File: src/logic/mpcfg_defines.svh
// constants of the multi-pin configuration and settings store
`ifndef MPCFG_DEFINES_SVH
`define MPCFG_DEFINES_SVH
`define MPCFG_CMD_MULTI_PIN      8'hF9
`define MPCFG_CMD_STORE_USER     8'h15
`define MPCFG_CMD_STORE_DEFAULT  8'h11
`define MPCFG_RST_STANDALONE     8'h04
`define MPCFG_RST_DROOP          8'h86
`define MPCFG_ROLE_HI            7
`define MPCFG_ROLE_LO            6
`define MPCFG_BIT_HIZ            5
`define MPCFG_BIT_TRACK          4
`define MPCFG_BIT_EXTREF         3
`define MPCFG_BIT_PGEN           2
`define MPCFG_BIT_RSVD           1
`define MPCFG_BIT_PULL           0
`define MPCFG_ROLE_STANDALONE    2'b00
`define MPCFG_ROLE_DROOP         2'b10
`define MPCFG_KEEP_MASK          8'hE7
`define MPCFG_DROOP_FORCE        8'h02
`define MPCFG_STORE_CYCLES       4'h8
`endif

File: src/logic/mpcfg_pkg.sv
// types of the multi-pin configuration and settings store
package mpcfg_pkg;
  typedef enum logic [4:0] {
    MPCFG_BOOT  = 5'b0_0001,
    MPCFG_LOAD  = 5'b0_0010,
    MPCFG_RUN   = 5'b0_0100,
    MPCFG_STORE = 5'b0_1000,
    MPCFG_DONE  = 5'b1_0000
  } mpcfg_state_t;

  typedef struct packed {
    logic       wr;
    logic       rd;
    logic       send;
    logic [7:0] code;
    logic [7:0] data;
  } mpcfg_cmd_t;

  typedef struct packed {
    logic [1:0] role;
    logic       droop;
    logic       role_bad;
    logic       pg_en;
    logic       pg_hiz;
    logic       pull_en;
  } mpcfg_func_t;
endpackage

File: src/logic/mpcfg_decode.sv
// decodes the configuration byte into function selections
`timescale 1ns/1ns
`include "mpcfg_defines.svh"
module mpcfg_decode
  import mpcfg_pkg::*;
(
  // configuration byte
  input  wire logic [7:0]  cfg_in,
  // decoded functions
  output mpcfg_func_t      func_out
);
  always_comb begin
    func_out          = '0;
    func_out.role     = cfg_in[`MPCFG_ROLE_HI:`MPCFG_ROLE_LO];
    func_out.droop    = (func_out.role == `MPCFG_ROLE_DROOP);
    func_out.role_bad = !func_out.droop && (func_out.role != `MPCFG_ROLE_STANDALONE);
    func_out.pg_en    = cfg_in[`MPCFG_BIT_PGEN];
    func_out.pg_hiz   = cfg_in[`MPCFG_BIT_HIZ] && cfg_in[`MPCFG_BIT_PGEN];
    func_out.pull_en  = cfg_in[`MPCFG_BIT_PULL];
  end
endmodule

File: src/logic/mpcfg_store.sv
// multi-pin configuration register with factory and user setting sets
`timescale 1ns/1ns
`include "mpcfg_defines.svh"
module mpcfg_store
  import mpcfg_pkg::*;
#(
  parameter bit        DROOP_VARIANT = 1'b0,
  parameter int        WORDS         = 1,
  parameter bit [7:0]  FACTORY_CFG   = DROOP_VARIANT ? `MPCFG_RST_DROOP : `MPCFG_RST_STANDALONE
)
(
  // clock and reset
  input  wire logic        clk_in,
  input  wire logic        rst_in,
  // command port from the bus controller
  input  mpcfg_cmd_t       cmd_in,
  output logic [7:0]       rd_data_out,
  output logic             rd_valid_out,
  output logic             ack_out,
  output logic             nak_out,
  // non-volatile user area
  input  wire logic        nv_valid_in,
  input  wire logic [7:0]  nv_data_in,
  output logic             nv_write_out,
  output logic [7:0]       nv_data_out,
  // pins
  input  wire logic        on_off_active_low_in,
  input  wire logic        power_ok_in,
  output logic             power_ok_output_out,
  output logic             power_ok_output_oe_out,
  output logic             secondary_on_off_pull_up_out,
  output logic             secondary_on_off_pull_down_out,
  // status
  output mpcfg_func_t      func_out,
  output logic             busy_out,
  output logic             user_loaded_out
);
  // elaboration checks: one stored word, factory byte inside the supported set
  if (WORDS != 1) begin : g_bad_words
    $error("mpcfg_store serves exactly one word");
  end
  if (FACTORY_CFG[`MPCFG_BIT_TRACK:`MPCFG_BIT_EXTREF] != 2'b00) begin : g_bad_factory
    $error("factory configuration sets unsupported bits");
  end

  typedef struct packed {
    mpcfg_state_t state;
    logic [7:0]   cfg;
    logic [7:0]   nv_data;
    logic         nv_write;
    logic [3:0]   cnt;
    logic         user_loaded;
    logic [7:0]   rd_data;
    logic         rd_valid;
    logic         ack;
    logic         nak;
  } mpcfg_regs_t;

  mpcfg_regs_t r_r;
  mpcfg_regs_t r_nxt;
  mpcfg_func_t func;

  function automatic logic [7:0] mpcfg_sanitize(input logic [7:0] v);
    logic [7:0] o;
    // tracking and ext ref held zero
    o = v & `MPCFG_KEEP_MASK;
    if (o[`MPCFG_ROLE_HI:`MPCFG_ROLE_LO] == `MPCFG_ROLE_DROOP) begin
      o = o | `MPCFG_DROOP_FORCE;
    end
    return o;
  endfunction

  // a request of any kind on the command port
  function automatic logic mpcfg_any_req(input mpcfg_cmd_t c);
    return c.wr || c.rd || c.send;
  endfunction

  // a request aimed at one command code
  function automatic logic mpcfg_hit(input mpcfg_cmd_t c, input logic [7:0] code);
    return mpcfg_any_req(c) && (c.code == code);
  endfunction

  // the ack follows the last store cycle and the done state
  localparam int STORE_ACK_GAP = `MPCFG_STORE_CYCLES + 1;

  mpcfg_decode u_decode (
    .cfg_in   (r_r.cfg),
    .func_out (func)
  );

  always_comb begin
    r_nxt          = r_r;
    r_nxt.rd_valid = 1'b0;
    r_nxt.ack      = 1'b0;
    r_nxt.nak      = 1'b0;
    r_nxt.nv_write = 1'b0;
    case (r_r.state)
      MPCFG_BOOT: begin
        r_nxt.state = MPCFG_LOAD;
      end
      MPCFG_LOAD: begin
        // empty user area falls back to factory
        if (nv_valid_in) begin
          r_nxt.cfg         = mpcfg_sanitize(nv_data_in);
          r_nxt.user_loaded = 1'b1;
        end else begin
          r_nxt.cfg         = FACTORY_CFG;
          r_nxt.user_loaded = 1'b0;
        end
        r_nxt.state = MPCFG_RUN;
      end
      MPCFG_RUN: begin
        if (cmd_in.wr && cmd_in.code == `MPCFG_CMD_MULTI_PIN) begin
          r_nxt.cfg = mpcfg_sanitize(cmd_in.data);
          r_nxt.ack = 1'b1;
        end else if (cmd_in.rd && cmd_in.code == `MPCFG_CMD_MULTI_PIN) begin
          r_nxt.rd_data  = r_r.cfg;
          r_nxt.rd_valid = 1'b1;
          r_nxt.ack      = 1'b1;
        end else if (cmd_in.send && cmd_in.code == `MPCFG_CMD_STORE_USER) begin
          r_nxt.nv_data  = r_r.cfg;
          r_nxt.nv_write = 1'b1;
          r_nxt.cnt      = `MPCFG_STORE_CYCLES;
          r_nxt.state    = MPCFG_STORE;
        end else if (cmd_in.send && cmd_in.code == `MPCFG_CMD_STORE_DEFAULT) begin
          r_nxt.nak = 1'b1;
        end else if (mpcfg_any_req(cmd_in)) begin
          r_nxt.nak = 1'b1;
        end
      end
      MPCFG_STORE: begin
        if (r_r.cnt == 4'h1) begin
          r_nxt.state = MPCFG_DONE;
        end
        r_nxt.cnt = r_r.cnt - 4'h1;
      end
      MPCFG_DONE: begin
        r_nxt.ack   = 1'b1;
        r_nxt.state = MPCFG_RUN;
      end
      default: begin
        r_nxt.state = MPCFG_BOOT;
      end
    endcase
  end

  always_ff @(posedge clk_in) begin
    if (rst_in) begin
      r_r          <= '0;
      r_r.state    <= MPCFG_BOOT;
      r_r.cfg      <= DROOP_VARIANT ? `MPCFG_RST_DROOP : `MPCFG_RST_STANDALONE;
    end else begin
      r_r <= r_nxt;
    end
  end

  assign rd_data_out    = r_r.rd_data;
  assign rd_valid_out   = r_r.rd_valid;
  assign ack_out        = r_r.ack;
  assign nak_out        = r_r.nak;
  assign nv_write_out   = r_r.nv_write;
  assign nv_data_out    = r_r.nv_data;
  assign busy_out       = (r_r.state != MPCFG_RUN);
  assign user_loaded_out = r_r.user_loaded;
  assign func_out       = func;

  // power ok drive: push-pull drives both levels, high-z releases when active (high)
  always_comb begin
    power_ok_output_out    = power_ok_in;
    power_ok_output_oe_out = 1'b0;
    if (func.pg_en) begin
      power_ok_output_oe_out = func.pg_hiz ? !power_ok_in : 1'b1;
    end
  end

  assign secondary_on_off_pull_up_out   = func.pull_en && on_off_active_low_in;
  assign secondary_on_off_pull_down_out = func.pull_en && !on_off_active_low_in;

  AST_WRITE_APPLIED: assert property (@(posedge clk_in) disable iff (rst_in)
    (r_r.state == MPCFG_RUN && cmd_in.wr && cmd_in.code == `MPCFG_CMD_MULTI_PIN)
    |=> (r_r.cfg == mpcfg_sanitize($past(cmd_in.data)) && ack_out))
    else $error("written configuration not applied");
  AST_ROLE_DECODE: assert property (@(posedge clk_in) disable iff (rst_in)
    (func.droop == (r_r.cfg[`MPCFG_ROLE_HI:`MPCFG_ROLE_LO] == `MPCFG_ROLE_DROOP))
    && (!func.droop || r_r.cfg[`MPCFG_BIT_RSVD]))
    else $error("role decode wrong");
  AST_HIZ_RELEASE: assert property (@(posedge clk_in) disable iff (rst_in)
    (r_r.cfg[`MPCFG_BIT_HIZ] && r_r.cfg[`MPCFG_BIT_PGEN] && power_ok_in) |-> !power_ok_output_oe_out)
    else $error("high-z power ok driven while active");
  AST_PUSH_PULL: assert property (@(posedge clk_in) disable iff (rst_in)
    (!r_r.cfg[`MPCFG_BIT_HIZ] && r_r.cfg[`MPCFG_BIT_PGEN])
    |-> (power_ok_output_oe_out && power_ok_output_out == power_ok_in))
    else $error("push-pull power ok not driven");
  AST_PULL_DIR: assert property (@(posedge clk_in) disable iff (rst_in)
    r_r.cfg[`MPCFG_BIT_PULL] |-> (secondary_on_off_pull_up_out == on_off_active_low_in
      && secondary_on_off_pull_down_out != on_off_active_low_in))
    else $error("pull direction wrong");
  AST_PULL_OFF: assert property (@(posedge clk_in) disable iff (rst_in)
    !r_r.cfg[`MPCFG_BIT_PULL] |-> !(secondary_on_off_pull_up_out || secondary_on_off_pull_down_out))
    else $error("pull active while disabled");
  AST_RESET_VALUE: assert property (@(posedge clk_in)
    $fell(rst_in) |-> r_r.cfg == (DROOP_VARIANT ? `MPCFG_RST_DROOP : `MPCFG_RST_STANDALONE))
    else $error("reset configuration wrong");
  AST_BOOT_LOAD: assert property (@(posedge clk_in) disable iff (rst_in)
    (r_r.state == MPCFG_LOAD && !nv_valid_in) |=> (r_r.cfg == FACTORY_CFG && !user_loaded_out))
    else $error("factory set not loaded");
  AST_USER_PRIO: assert property (@(posedge clk_in) disable iff (rst_in)
    (r_r.state == MPCFG_LOAD && nv_valid_in) |=> user_loaded_out)
    else $error("user set not preferred");
  AST_STORE_USER: assert property (@(posedge clk_in) disable iff (rst_in)
    (r_r.state == MPCFG_RUN && cmd_in.send && cmd_in.code == `MPCFG_CMD_STORE_USER)
    |=> (nv_write_out && nv_data_out == $past(r_r.cfg)) ##STORE_ACK_GAP ack_out)
    else $error("store user sequence wrong");
  AST_DEFAULT_LOCK: assert property (@(posedge clk_in) disable iff (rst_in)
    (r_r.state == MPCFG_RUN && cmd_in.send && cmd_in.code == `MPCFG_CMD_STORE_DEFAULT)
    |=> (nak_out && !nv_write_out && $stable(r_r.cfg)))
    else $error("store default not rejected");
  AST_NA_BITS: assert property (@(posedge clk_in) disable iff (rst_in)
    r_r.cfg[`MPCFG_BIT_TRACK:`MPCFG_BIT_EXTREF] == 2'b00)
    else $error("unsupported bits set");

  // command port and user area write checks
  AST_ACK_NAK_EXCL: assert property (@(posedge clk_in) disable iff (rst_in)
    !(ack_out && nak_out))
    else $error("ack and nak together");
  AST_READ_BACK: assert property (@(posedge clk_in) disable iff (rst_in)
    (r_r.state == MPCFG_RUN && !cmd_in.wr && cmd_in.rd
      && cmd_in.code == `MPCFG_CMD_MULTI_PIN)
    |=> (rd_valid_out && ack_out && rd_data_out == $past(r_r.cfg)))
    else $error("read back wrong");
  AST_UNKNOWN_NAK: assert property (@(posedge clk_in) disable iff (rst_in)
    (r_r.state == MPCFG_RUN && mpcfg_any_req(cmd_in)
      && !mpcfg_hit(cmd_in, `MPCFG_CMD_MULTI_PIN)
      && !mpcfg_hit(cmd_in, `MPCFG_CMD_STORE_USER))
    |=> (nak_out && !ack_out && $stable(r_r.cfg)))
    else $error("unknown command not refused");
  AST_BUSY_IGNORED: assert property (@(posedge clk_in) disable iff (rst_in)
    (r_r.state == MPCFG_STORE || r_r.state == MPCFG_DONE)
    |=> ($stable(r_r.cfg) && !nak_out && !rd_valid_out))
    else $error("request taken while busy");
  AST_DONE_ACK: assert property (@(posedge clk_in) disable iff (rst_in)
    (r_r.state == MPCFG_DONE) |=> (ack_out && !busy_out))
    else $error("store not acknowledged");
  AST_NV_PULSE: assert property (@(posedge clk_in) disable iff (rst_in)
    nv_write_out |=> !nv_write_out)
    else $error("flash write longer than one cycle");
  AST_STORE_BUSY: assert property (@(posedge clk_in) disable iff (rst_in)
    nv_write_out |-> busy_out)
    else $error("flash write outside the store sequence");
  // reset clears the held bytes, so the hold checks wait for a clean cycle after it
  AST_NV_DATA_HOLD: assert property (@(posedge clk_in) disable iff (rst_in)
    (!rst_in && !$past(rst_in) && !nv_write_out) |-> $stable(nv_data_out))
    else $error("stored byte changed without a write");
  AST_RD_DATA_HOLD: assert property (@(posedge clk_in) disable iff (rst_in)
    (!rst_in && !$past(rst_in) && !rd_valid_out) |-> $stable(rd_data_out))
    else $error("read byte changed without a read");

  // boot checks
  AST_BOOT_SEQ: assert property (@(posedge clk_in) disable iff (rst_in)
    (r_r.state == MPCFG_BOOT && !rst_in)
    |=> (r_r.state == MPCFG_LOAD) ##1 (r_r.state == MPCFG_RUN))
    else $error("boot sequence wrong");
  AST_LOAD_USER_BYTE: assert property (@(posedge clk_in) disable iff (rst_in)
    (r_r.state == MPCFG_LOAD && nv_valid_in)
    |=> r_r.cfg == mpcfg_sanitize($past(nv_data_in)))
    else $error("user set not loaded");

  // pin and role flag checks
  AST_PG_OFF: assert property (@(posedge clk_in) disable iff (rst_in)
    !r_r.cfg[`MPCFG_BIT_PGEN] |-> !power_ok_output_oe_out)
    else $error("power ok driven while disabled");
  AST_HIZ_LOW: assert property (@(posedge clk_in) disable iff (rst_in)
    (r_r.cfg[`MPCFG_BIT_HIZ] && r_r.cfg[`MPCFG_BIT_PGEN] && !power_ok_in)
    |-> power_ok_output_oe_out)
    else $error("high-z power ok not driven low while inactive");
  AST_PULL_EXCL: assert property (@(posedge clk_in) disable iff (rst_in)
    !(secondary_on_off_pull_up_out && secondary_on_off_pull_down_out))
    else $error("pull up and pull down together");
  AST_ROLE_FLAG: assert property (@(posedge clk_in) disable iff (rst_in)
    func.role_bad == (r_r.cfg[`MPCFG_ROLE_HI:`MPCFG_ROLE_LO] != `MPCFG_ROLE_STANDALONE
      && r_r.cfg[`MPCFG_ROLE_HI:`MPCFG_ROLE_LO] != `MPCFG_ROLE_DROOP))
    else $error("unsupported role not flagged");
endmodule

File: config.mk
export PLATFORM = sky130hd
export DESIGN_NAME = mpcfg_store
export DESIGN_NICKNAME = d
export VERILOG_FILES = /design/src/logic/mpcfg_pkg.sv /design/src/logic/mpcfg_decode.sv /design/src/logic/mpcfg_store.sv
export VERILOG_INCLUDE_DIRS = /design/src /design/src/logic
export SDC_FILE = /design/constraint.sdc
export NUM_CORES = 1
export LEC_CHECK = 0
export ABC_AREA = 1
export CAP_MARGIN = 20
export CORE_MARGIN = 5
export CORE_UTILIZATION = 25
export DETAILED_ROUTE_END_ITERATION = 8
export DONT_BUFFER_PORTS = 1
export GPL_ROUTABILITY_DRIVEN = 0
export SYNTH_ARGS = -nofsm -noshare
export SYNTH_HDL_FRONTEND = slang
export SYNTH_SLANG_ARGS = --single-unit
File: constraint.sdc
create_clock -name clk_in -period 2 [get_ports clk_in]
set_input_delay 0.2 -clock clk_in [delete_from_list [all_inputs] [get_ports clk_in]]
set_output_delay 0.2 -clock clk_in [all_outputs]
set_load 0.01 [all_outputs]
==> results.json <==
{
  "dr.pass1.iters": 4,
  "worstPathArrival_ps": 1810,
  "vias_per_cell": 4.24,
  "start_util_pct": 25.8,
  "netlist_area_sq_um": 1750,
  "power_frac_seq_pct": 51.5,
  "num_vias": 1428,
  "synth_warnings": 0,
  "pre_cts_slack_ps": 402,
  "grt.overflow.total": 0,
  "drv_slew": 0,
  "coreArea_sq_um": 6790,
  "cpLargestDelayFamily": "simple AND/OR/NAND/NOR gates",
  "min_period_ps": 1630,
  "skew_ps": 5.76,
  "grt_pass1_vias": 1428,
  "ys_ff_latch": 32,
  "vdd_drop_max_uv": 290,
  "relSlewSlack_pct": 60.9,
  "timing.final.ws_setup_ps": 373,
  "p_total_w": 0.00135,
  "synth_common_cells": "47 x nand2_1, 43 x nor2_1, 32 x dfxtp_1",
  "crit_fanout": 15,
  "portBuffers": 0,
  "worstSetupStartpointType": "flop",
  "cpMaxStageDelayCell": "dfxtp_1",
  "critPathRequiredTime_ps": 2180,
  "cts_resized": 0,
  "postRouteAntennaNets": 0,
  "maxCapViolCount": 0,
  "grt_max_degree": 23,
  "finalSetupViolCount": 0,
  "ys.flop_type": "dfxtp_1",
  "cp-end-kind": "flop",
  "fin_crit_sh_pct": 81.4,
  "clkTransAtPathRegs_ps": 70,
  "p_clk_share_pct": 38.1,
  "h-tree-depth": 2,
  "yosysSeqAreaShare_pct": 36.6,
  "p_leak_nw": 0.785,
  "p_sw_share_pct": 27.4,
  "yosysUniqueCellTypes": 25,
  "internal_power_w": 0.000982,
  "area_growth_pct": 2.79,
  "path_buf_inv": 1,
  "row_count": 30,
  "fmax_mhz": 615,
  "p_comb_share_pct": 10.4,
  "yosys-top-cells-area": "dfxtp_1 37%, nand2_1 10%, nor2_1 9.2%",
  "tightest_slew_ps": 586,
  "syn_inst": 255,
  "grt_pass1_wl_mm": 7.05,
  "power_density_nw_per_um2": 752,
  "ctsHoldBuffers": 1,
  "status": "finished clean",
  "post-route-drc-count": 0,
  "hold_viol_final": 0,
  "fin_tns_setup_ps": 0,
  "postCtsSetupBuffers": 0,
  "synth.top_cell.area_share_pct": 36.6,
  "yosysTopAreaCell": "dfxtp_1",
  "hpwl_mm": 3.26,
  "switching_power_w": 0.000371,
  "final_nets": 274,
  "cts_root_buf": "clkbuf_8",
  "yosysMostFrequentCell": "nand2_1",
  "die_w_um": 93.7,
  "clock_latency_ps": 280,
  "synth-edff-count": 0,
  "antenna_found_initial": 0,
  "wl_per_cell_um": 12.6,
  "clockBufferDepth": 2,
  "cts_sinks": 32,
  "layout-drive-gt1-share_pct": 7.88,
  "grt_usage_pct": 10.3,
  "crit_type": "reg2reg",
  "hp-class": "in2reg",
  "cpPeakStageDelay_ps": 340,
  "rsz0062_at_grt": "no",
  "wl_mm": 4.24,
  "dieArea_sq_um": 8780,
  "drt_first_iter_violations": 68,
  "crit_chain": "nor2_4 -> nand3_4 -> nor2_4 -> inv_1 -> nor2_1 -> nor2_1",
  "async_reset_ff_share_pct": 0,
  "tritoncts.num_buffers": 5,
  "diodes": 0,
  "top_level_ports": 65,
  "cts_tree": "built",
  "avgSynthCellArea_sq_um": 6.86,
  "chipHeight_um": 93.7
}
[flip-flops by register name, summed over array words and instances (netlist names)]
signal	cells
rd_data_out	6
user_loaded_out	1
ack_out	1
nak_out	1
rd_valid_out	1
r_r	15
nv_write_out	1
nv_data_out	6
[kinds of logic (layout without fill, tap and decap cells)]
logic type / Yosys count / in the layout / synth area share (%)
flops: 32 / 32 / 36.6
other cells: 1 / 4 / 0.214
xor+xnor: 1 / 1 / 0.500
simple gates: 128 / 128 / 34.2
buf+inv: 58 / 41 / 17.5
fa+ha+maj: 2 / 2 / 1.43
compound gates: 33 / 33 / 9.58
[power by group through the flow]
stage	sequential (W)	combinational [W]	clock, W
6_report	0.000697	0.000141	0.000516
5_1_grt	0.000702	0.000167	0.000569
4_1_cts	0.000699	0.000141	0.000529
3_5_place_dp	0.000714	0.000136	0
3_3_place_gp	0.000714	0.000134	0
2_1_floorplan	0.000696	0.000145	0
[worst reg2reg max path, stage by stage (launching register included)]
cell and delay [ps]:
dfxtp_1 340, nor2_4 230, nand3_4 270, nor2_4 290, inv_1 210, nor2_1 140
nor2_1 50
[routing by layer]
layer | GRT usage [%] | routed length, um | vias to the layer above
met5 | 0 | 0 | -
met4 | 2.89 | 36 | 0
met3 | 3.85 | 362 | 4
met2 | 16.1 | 1770 | 45
met1 | 13.3 | 2070 | 632
li1 | - | - | 747
[final timing paths]
kind / startpoint / to / slack (ps) / cells past startpoint
hold / removal: nv_valid_in / user_loaded_out / 130 / 2
setup / recovery: r_r[33] / nv_data_out[5] / 370 / 6
setup reg to reg: r_r[33] / nv_data_out[5] / 370 / 6
hold reg to reg: r_r[13] / r_r[13] / 460 / 2
[cell type report]
cell class                      count  area [sq um]
Tap cell                           96           120
Sequential cell                    32           641
Clock inverter                      2          10.0
Clock buffer                        6          82.6
Multi-Input combinational cell    168           815
Inverter                           32           121
Fill cell                         758          4990
Timing Repair Buffer                1          10.0
[cells in the final DEF, fill, tap and decap left out]
master	n
dfxtp_1	32
or2_1	1
nor3_4	1
nand2_1	47
nand4_1	8
nand2_2	2
ha_1	2
a211oi_1	1
nor2_1	43
nor2_4	3
nand3_1	17
o21ai_0	18
nand2_4	2
clkbuf_8	6
conb_1	4
xor2_1	1
nor3_1	2
dlygate4sd3_1	1
clkinv_2	3
nand3_4	1
or2_2	1
inv_1	31
a21oi_1	14
[through the flow]
stage                     std cells  hold slack, ps  utilization (%)  instance area, sq um
after floorplan                 258             387                -                  1760
after global placement          328             272             25.0                  1700
after detailed placement        328             274             25.0                  1700
after CTS                       337             125             26.5                  1800
after global routing            337             154             26.5                  1800
final                           337             128             26.5                  1800
No activity file was read; power rests on OpenSTA's default activity.
